File: config.mk
export PLATFORM = sky130hd
export DESIGN_NAME = gpp_top
export DESIGN_NICKNAME = d
export VERILOG_FILES = /design/src/verilog/gpp_pkg.sv /design/src/verilog/gpp_port.sv /design/src/verilog/gpp_top.sv
export SDC_FILE = /design/constraint.sdc
export NUM_CORES = 1
export LEC_CHECK = 0
export ABC_AREA = 1
export BUFFER_PORTS_ARGS = -buffer_cell sky130_fd_sc_hd__buf_2
export CORE_ASPECT_RATIO = 1.2
export CORE_MARGIN = 2
export CORE_UTILIZATION = 58
export CTS_BUF_LIST = sky130_fd_sc_hd__clkbuf_16
export CTS_CLUSTER_DIAMETER = 50
export CTS_CLUSTER_SIZE = 20
export DETAILED_ROUTE_END_ITERATION = 7
export MAX_ROUTING_LAYER = met4
export PLACE_DENSITY = 0.85
export SKIP_CTS_REPAIR_TIMING = 1
export SYNTH_ARGS = -nofsm -noshare
export SYNTH_HDL_FRONTEND = slang
export SYNTH_HIERARCHICAL = 1
export SYNTH_SLANG_ARGS = --single-unit
File: constraint.sdc
create_clock -name REF_CLK -period 1.63 [get_ports REF_CLK]
set_input_delay 0.0815 -clock REF_CLK [delete_from_list [all_inputs] [get_ports REF_CLK]]
set_output_delay 0.0815 -clock REF_CLK [all_outputs]
set_load 0.05 [all_outputs]
File: src/verilog/gpp_pkg.sv
// Package for the shared-pin GPIO port block
package gpp_pkg;
	localparam int unsigned PORT_W      = 8;
	localparam int unsigned NUM_PORTS   = 4;
	localparam int unsigned ADDR_W      = 2;
	localparam logic [1:0]  SEL_PORT_A  = 2'h0;
	localparam logic [1:0]  SEL_PORT_B  = 2'h1;
	localparam logic [1:0]  SEL_PORT_C  = 2'h2;
	localparam logic [1:0]  SEL_PORT_D  = 2'h3;
	localparam logic [7:0]  DATA_RST    = 8'hFF;
	localparam logic [7:0]  DIR_RST     = 8'hFF;
	localparam int unsigned BIT_IRQ     = 5;
	localparam int unsigned BIT_TMR     = 4;
	localparam int unsigned BIT_FDIV    = 3;
	localparam int unsigned BIT_PWM0    = 0;
	localparam int unsigned BIT_PWM1    = 1;
	// Core access request: one write or read per cycle
	typedef struct packed {
		logic       wr_en;
		logic       rd_en;
		logic       dir_sel;
		logic [1:0] port;
		logic [7:0] wdata;
		logic [7:0] bit_mask;
	} gpp_req_t;
	// Static build options
	typedef struct packed {
		logic [31:0] pull_en;
		logic [7:0]  wake_en;
		logic        fdiv_en;
		logic        pwm0_en;
		logic        pwm1_en;
	} gpp_cfg_t;
	// Core power mode
	typedef enum logic [1:0] {
		PM_RUN  = 2'b00,
		PM_HALT = 2'b01
	} gpp_pm_t;
endpackage : gpp_pkg

File: src/verilog/gpp_port.sv
// One 8-bit port: data latch, direction register and pin driver
`timescale 1ns/1ps
module gpp_port
	import gpp_pkg::*;
#(
	parameter int unsigned W = 8
) (
	input  wire logic         clk,
	input  wire logic         nrst,
	input  wire logic         wr_data,
	input  wire logic         wr_dir,
	input  wire logic [W-1:0] wdata,
	input  wire logic [W-1:0] bit_mask,
	input  wire logic [W-1:0] alt_en,
	input  wire logic [W-1:0] alt_val,
	input  wire logic [W-1:0] pin_sync,
	output logic      [W-1:0] rd_val,
	output logic      [W-1:0] pad_out,
	output logic      [W-1:0] pad_oe,
	output logic      [W-1:0] dir_q
);
	logic [W-1:0] data_ff;
	logic [W-1:0] dir_ff;
	logic [W-1:0] nxt_data;
	logic [W-1:0] nxt_dir;
	logic [W-1:0] drv_val;

	assign nxt_data = (data_ff & ~bit_mask) | (wdata & bit_mask);
	assign nxt_dir  = (dir_ff & ~bit_mask) | (wdata & bit_mask);

	always_ff @(posedge clk) begin
		if (!nrst) begin
			data_ff <= W'(DATA_RST);
			dir_ff  <= W'(DIR_RST);
		end else begin
			if (wr_data) data_ff <= nxt_data;
			if (wr_dir) dir_ff <= nxt_dir;
		end
	end

	// output pins read back the latch
	assign rd_val = (dir_ff & pin_sync) | (~dir_ff & data_ff);
	// alternate function drives only as output
	assign drv_val = (alt_en & alt_val) | (~alt_en & data_ff);
	assign pad_out = drv_val;
	assign pad_oe  = ~dir_ff;
	assign dir_q   = dir_ff;
endmodule : gpp_port

File: src/verilog/gpp_top.sv
// Four shared-pin GPIO ports with wake-up and alternate functions
`timescale 1ns/1ps
// Overview of operation
// - Direction bit one makes the pin input, zero a driven output.
// - Four 8-bit ports A to D, each with data and direction register.
// - Inputs are not latched; the pin level is sampled on the read.
// - Written output data is latched and drives until rewritten.
// - Reading an output pin returns the output latch value.
// - Individual bits set or cleared; direction changeable anytime.
// - Input pins get per-pin pull-high chosen by a fixed option.
// - In halt, stay idle until an enabled Port A pin falls.
// - Wake-up is enabled per Port A pin.
// - External interrupt input shares Port A bit 5.
// - Timer clock input shares Port A bit 4.
// - Divider output on Port A bit 3 only when direction is output.
// - PWM outputs on Port D bits 0 and 1 only when output.
// - Reset sets all data and direction registers to ones.
module gpp_top
	import gpp_pkg::*;
(
	input  wire logic                 REF_CLK,
	input  wire logic                 NRST,
	input  wire gpp_pkg::gpp_req_t    REQ,
	input  wire gpp_pkg::gpp_cfg_t    CFG,
	input  wire gpp_pkg::gpp_pm_t     POWER_MODE,
	input  wire logic                 IRQ_PIN_EN,
	input  wire logic                 TMR_EXT_SEL,
	input  wire logic                 FDIV_IN,
	input  wire logic                 PWM0_IN,
	input  wire logic                 PWM1_IN,
	input  wire logic [31:0]          PAD_IN,
	output logic      [31:0]          PAD_OUT,
	output logic      [31:0]          PAD_OE,
	output logic      [31:0]          PAD_PULL,
	output logic      [7:0]           RD_DATA,
	output logic                      RD_VALID,
	output logic                      WAKE,
	output logic                      EXT_IRQ_N,
	output logic                      TMR_CLK
);
	logic [31:0] pin_meta_ff;
	logic [31:0] pin_sync_ff;
	logic [7:0]  pa_prev_ff;
	logic [31:0] rd_all;
	logic [31:0] pad_out_w;
	logic [31:0] pad_oe_w;
	logic [31:0] dir_all;
	logic [31:0] alt_en;
	logic [31:0] alt_val;
	logic [3:0]  wr_data_sel;
	logic [3:0]  wr_dir_sel;
	logic [7:0]  rd_mux;
	logic [7:0]  pa_fall;
	logic        wake_hit;
	logic [31:0] pad_out_ff;
	logic [31:0] pad_oe_ff;
	logic [31:0] pad_pull_ff;
	logic [7:0]  rd_data_ff;
	logic        rd_valid_ff;
	logic        wake_ff;
	logic        irq_n_ff;
	logic        tmr_ff;

	// Two-flop pin synchroniser
	always_ff @(posedge REF_CLK) begin
		if (!NRST) begin
			pin_meta_ff <= 32'h0;
			pin_sync_ff <= 32'h0;
		end else begin
			pin_meta_ff <= PAD_IN;
			pin_sync_ff <= pin_meta_ff;
		end
	end

	genvar g;
	generate
		for (g = 0; g < NUM_PORTS; g++) begin : g_port
			assign wr_data_sel[g] = REQ.wr_en && !REQ.dir_sel && (REQ.port == ADDR_W'(g));
			assign wr_dir_sel[g]  = REQ.wr_en && REQ.dir_sel && (REQ.port == ADDR_W'(g));
			gpp_port #(.W(PORT_W)) u_port (
				.clk      (REF_CLK),
				.nrst     (NRST),
				.wr_data  (wr_data_sel[g]),
				.wr_dir   (wr_dir_sel[g]),
				.wdata    (REQ.wdata),
				.bit_mask (REQ.bit_mask),
				.alt_en   (alt_en[g*PORT_W +: PORT_W]),
				.alt_val  (alt_val[g*PORT_W +: PORT_W]),
				.pin_sync (pin_sync_ff[g*PORT_W +: PORT_W]),
				.rd_val   (rd_all[g*PORT_W +: PORT_W]),
				.pad_out  (pad_out_w[g*PORT_W +: PORT_W]),
				.pad_oe   (pad_oe_w[g*PORT_W +: PORT_W]),
				.dir_q    (dir_all[g*PORT_W +: PORT_W])
			);
		end
	endgenerate

	// PWM on port D, divider on port A
	always_comb begin
		alt_en  = 32'h0;
		alt_val = 32'h0;
		alt_en[BIT_FDIV]         = CFG.fdiv_en;
		alt_val[BIT_FDIV]        = FDIV_IN;
		alt_en[SEL_PORT_D*PORT_W + BIT_PWM0]  = CFG.pwm0_en;
		alt_val[SEL_PORT_D*PORT_W + BIT_PWM0] = PWM0_IN;
		alt_en[SEL_PORT_D*PORT_W + BIT_PWM1]  = CFG.pwm1_en;
		alt_val[SEL_PORT_D*PORT_W + BIT_PWM1] = PWM1_IN;
	end

	assign rd_mux = REQ.dir_sel ? dir_all[REQ.port*PORT_W +: PORT_W] : rd_all[REQ.port*PORT_W +: PORT_W];

	// falling edge on Port A, per-pin enable
	assign pa_fall  = pa_prev_ff & ~pin_sync_ff[7:0] & CFG.wake_en;
	assign wake_hit = (POWER_MODE == PM_HALT) && (pa_fall != 8'h0);

	// Registered outputs
	always_ff @(posedge REF_CLK) begin
		if (!NRST) begin
			pa_prev_ff  <= 8'h0;
			pad_out_ff  <= {NUM_PORTS{DATA_RST}};
			pad_oe_ff   <= ~{NUM_PORTS{DIR_RST}};
			pad_pull_ff <= 32'h0;
			rd_data_ff  <= 8'h0;
			rd_valid_ff <= 1'b0;
			wake_ff     <= 1'b0;
			irq_n_ff    <= 1'b1;
			tmr_ff      <= 1'b0;
		end else begin
			pa_prev_ff  <= pin_sync_ff[7:0];
			pad_out_ff  <= pad_out_w;
			pad_oe_ff   <= pad_oe_w;
			// pull-high only on inputs, static option
			pad_pull_ff <= CFG.pull_en & dir_all;
			rd_data_ff  <= rd_mux;
			rd_valid_ff <= REQ.rd_en;
			wake_ff     <= wake_hit;
			irq_n_ff    <= IRQ_PIN_EN ? pin_sync_ff[BIT_IRQ] : 1'b1;
			// timer clock only in external mode
			tmr_ff      <= TMR_EXT_SEL ? pin_sync_ff[BIT_TMR] : 1'b0;
		end
	end

	assign PAD_OUT   = pad_out_ff;
	assign PAD_OE    = pad_oe_ff;
	assign PAD_PULL  = pad_pull_ff;
	assign RD_DATA   = rd_data_ff;
	assign RD_VALID  = rd_valid_ff;
	assign WAKE      = wake_ff;
	assign EXT_IRQ_N = irq_n_ff;
	assign TMR_CLK   = tmr_ff;
endmodule : gpp_top

* Word-level counts from Yosys, hierarchy flattened *
Cells that the tools add are included.
W data, S select, Z words.

word-level totals
  flip-flop bits (word level) = 244
  bits in latches = 0
  bits in writable memories = 0
  ROM bits = 0
  input port bits = 105
  output and inout bits = 108
  word-level logic and storage cells = 88
  memories = 0

operators by class
  $add $sub $neg = 0
  multipliers = 0
  divide/modulo/power cells = 0
  magnitude comparators = 0
  eq/ne operators = 4
  shifts and indexed selects = 2
  multiplexer cells = 1
  bitwise operators = 46
  reductions and logical operators = 16

operator list
  operator              number
  $and A8 B8 Y8         21
  $or A8 B8 Y8          14
  $shiftx A32 B6 Y8     2
  $not A8 Y8            6
  $and A32 B32 Y32      1
  $logic_and A1 B1 Y1   11
  $mux W8               1
  $not A2 Y8            1
  $not A4 Y8            1
  $reduce_bool A8 Y1    1
  $and A4 B4 Y4         1
  $eq A2 B1 Y1 const B  2
  $eq A2 B2 Y1 const B  2
  $reduce_and A2 Y1     2
  $and A2 B2 Y2         1
  $logic_not A2 Y1      1
  $logic_not A1 Y1      1

* Depth between registers and ports, before layout *
  depth in word-level cells = 5
  mapped depth = 10

* Modules after synthesis *
Netlist, hierarchy kept.

modules (own cells, without submodules)
  module    times used  cells each  area an instance (µm²)
  gpp_top   1           754         5977.0
  gpp_port  4           134         862.1

* Worst setup path after synthesis *
OpenSTA, ideal clock, no wires.

  path kind = input -> register
  start point = in REQ[18] in the netlist's numbering
  end point = reg (tool-made name)
  library setup time = 0.120 ns
  arrival = 1.006 ns
  data required time = 1.510 ns
  setup slack = 0.504 ns
  stages on the path = 10
  buffers on the path = 4
  cell sequence = buf_6 inv_2 buf_8 nand2_1 nor2_1 buf_6 buf_8 nand2_1 nand2_1 nand3_1

RTL lines
  element          line           source
  start, declared  gpp_top.sv:23  input wire gpp_pkg::gpp_req_t REQ,

==> impl_metrics.yaml <==
synthesis:
  syn-cell-area_mm2: 0.00943
  yosys.area.top_type: "dfxtp_1"
  yosysTopAreaCellShare_pct: 51.8
  synthCells: 1290
  yosysWarnings: 6
  avgSynthCellArea_um2: 7.31
  synth_edf_count: 0
  ys.flop_type: "dfxtp_1"
  synth_seq_cells: 244
  yosysMostFrequentCell: "nand2_1"
  async_flop_share_pct: 0
  synthTopCellsByCount: "417 x nand2_1, 244 x dfxtp_1, 244 x inv_1"
  yosys-top-cells-area: "dfxtp_1 52%, nand2_1 17%, inv_1 9.7%"
  synth-seq-area-share_pct: 51.8
  synth.distinct_cells: 21
routing:
  viasPerCell: 4.78
  ant_nets: 0
  drt_iter0_drc: 759
  firstDrtPassIters: 5
  wire_per_inst_um: 14.4
  drt-total-wl_um: 27100
  vias: 8977
  drc_errors: 0
critical_path:
  critPathArrivalTime_ns: 1.84
  cpPeakStageDelay_ns: 0.90
  r2r.worst_path.cells: 7
  critPathMostFrequentCell: "dlygate4sd3_1"
  critical_path.max_fanout: 13
  cp_data_required_time_ns: 2.01
  r2r-end: "RD_DATA[6]"
  critPathLaunchType: "input pin"
  path_class: "in -> reg"
  crit_path_cell_trace: "buf_4 > dlygate4sd3_1 > nand3_1 > dlygate4sd3_1"
  crit_path_top_delay_cell: "dlygate4sd3_1"
  r2r_setup_slack_ns: 0.42
  cp-end-kind: "register"
power:
  power.total_uw: 12000
  pwr_density_cell_mw_per_mm2: 984
  irDropWorstVdd_uv: 932
  p_leak_uw: 0.00733
floorplanning:
  die_w_um: 120
  die_y_um: 144
  dieArea_mm2: 0.0173
  rows: 51
  ios: 213
  start_util_pct: 58.6
  core_mm2: 0.0161
global_routing:
  met2_usage_pct: 47.2
  grt_use_met1_pct: 32.4
  grt_usage_pct: 27.9
  antenna_found_initial: 3
  busiest_layer: "met2"
  grt_pass1_vias: 7892
  grt_pass1_wl_um: 37300
  grt_max_degree: 102
  grtUsageMet3_pct: 4.88
  grt_overflow: 0
layout:
  areaGrowthSynthToFinish_pct: 29.0
  num-nets-final: 1763
  layout-drive-gt1-share_pct: 17.3
  post-route-util_pct: 75.6
  fillers: 1156
sta:
  slew_headroom_pct: 65.6
  skew_ns: 0.0183
  fin_crit_ns: 1.46
  period_share_pct: 89.5
  setup_slack_ns: 0.172
  worst_pin_slew_ns: 0.515
  rsz0062_at_grt: "false"
  clock.fmax_mhz: 686
  slew_viol_final: 0
  hold_viol_final: 2
  holdWs_ns: -0.0391
  setup_viol: 0
  fin_setup_tns_ns: 0
place:
  port_buffers: 212
  dp_hpwl_um: 16600
  dp_slack_ns: 0.251
  place_congestion: 0.948
clock_network:
  clkLatencyLatePin_ns: 0.49
  cts_root_buf: "clkbuf_16"
  clk_path_buf_depth: 3
  tritoncts: "yes"
  path_clk_slew_ns: 0.08
  htreeDepth: 1
  cts_sinks: 244
  cts_inserted_buffers: 17
outcome:
  violations: "negative hold slack"
  status: "finished, violations left"
min_path:
  holdCritPathClass: "in -> reg"
  min_to: "PAD_OUT[25]"
  holdCritStartpoint: "CFG[0]"
  hold_depth: 3
run:
  cap_violations: 0
[kinds of logic (layout without fill, tap and decap cells)]
kind of cell | count (synthesis) | count (layout) | share of synthesized area [%]
flip-flops | 244 | 244 | 51.8
buffers and inverters | 299 | 588 | 14.3
other | 1 | 90 | 0.0398
AO/OA/AOI/OAI | 65 | 65 | 3.45
AND/OR/NAND/NOR | 681 | 681 | 30.4
[cells in the final DEF (no fill, tap or decap)]
cell type,n
or2_2,24
nor2_4,2
nand3b_1,1
o21ai_0,64
nand2_1,417
dlygate4sd3_1,81
buf_2,211
inv_1,246
conb_1,87
clkbuf_16,17
buf_4,18
dfxtp_1,244
diode_2,3
clkinv_2,3
inv_2,5
or2_1,8
buf_12,3
nor2_2,1
a21oi_1,1
clkinv_4,1
nand3_1,168
nor2_1,60
inv_6,2
clkinvlp_4,1
[critical path: cells and delay by family]
family | cells | cell delay [ns]
buffers and inverters | 3 | 1.62
AND/OR/NAND/NOR | 1 | 0.13
[stage by stage]
step	std cells	cell area, um2
after global placement	1770	10900
final	1880	12200
after CTS	1796	11300
after detailed placement	1770	10900
after global routing	1880	12200
after floorplan	1376	9750
[area by class of cell]
class	count	area, um2	area share (%)
Inverter	249	935	7.69
Multi-Input combinational cell	833	3520	29.0
Clock inverter	9	56.3	0.463
Antenna cell	3	7.51	0.0618
Tap cell	212	265	2.18
Timing Repair Buffer	313	2060	17.0
Clock buffer	17	425	3.50
Sequential cell	244	4880	40.2
[power by group]
| part | leakage, uW | switching, uW | internal [uW] |
|---|---|---|---|
| logic | 0.00507 | 1120 | 537 |
| registers | 0.00201 | 102 | 6190 |
| clock network | 0.000245 | 2070 | 1930 |
[worst max-delay path by stage]
| stage | start | endpoint | slack [ns] |
|---|---|---|---|
| floorplan | REQ[18] | register | 0.50 |
| global placement | REQ[17] | register | 0.35 |
| detailed placement | REQ[17] | register | 0.25 |
| CTS | RD_DATA[2] | RD_DATA[2] | 0.39 |
| global route | NRST | register | 0.14 |
| finish | NRST | register | 0.17 |
[layer usage]
| layer | share of wire, % | up-vias | routed length (um) |
|---|---|---|---|
| met5 | 0 | - | 0 |
| met2 | 51 | 399 | 13700 |
| met4 | 4.3 | 0 | 1160 |
| li1 | - | 4488 | - |
| met1 | 37 | 4011 | 10000 |
| met3 | 8.1 | 79 | 2180 |
Note: power is estimated with default switching activity, not from simulation.
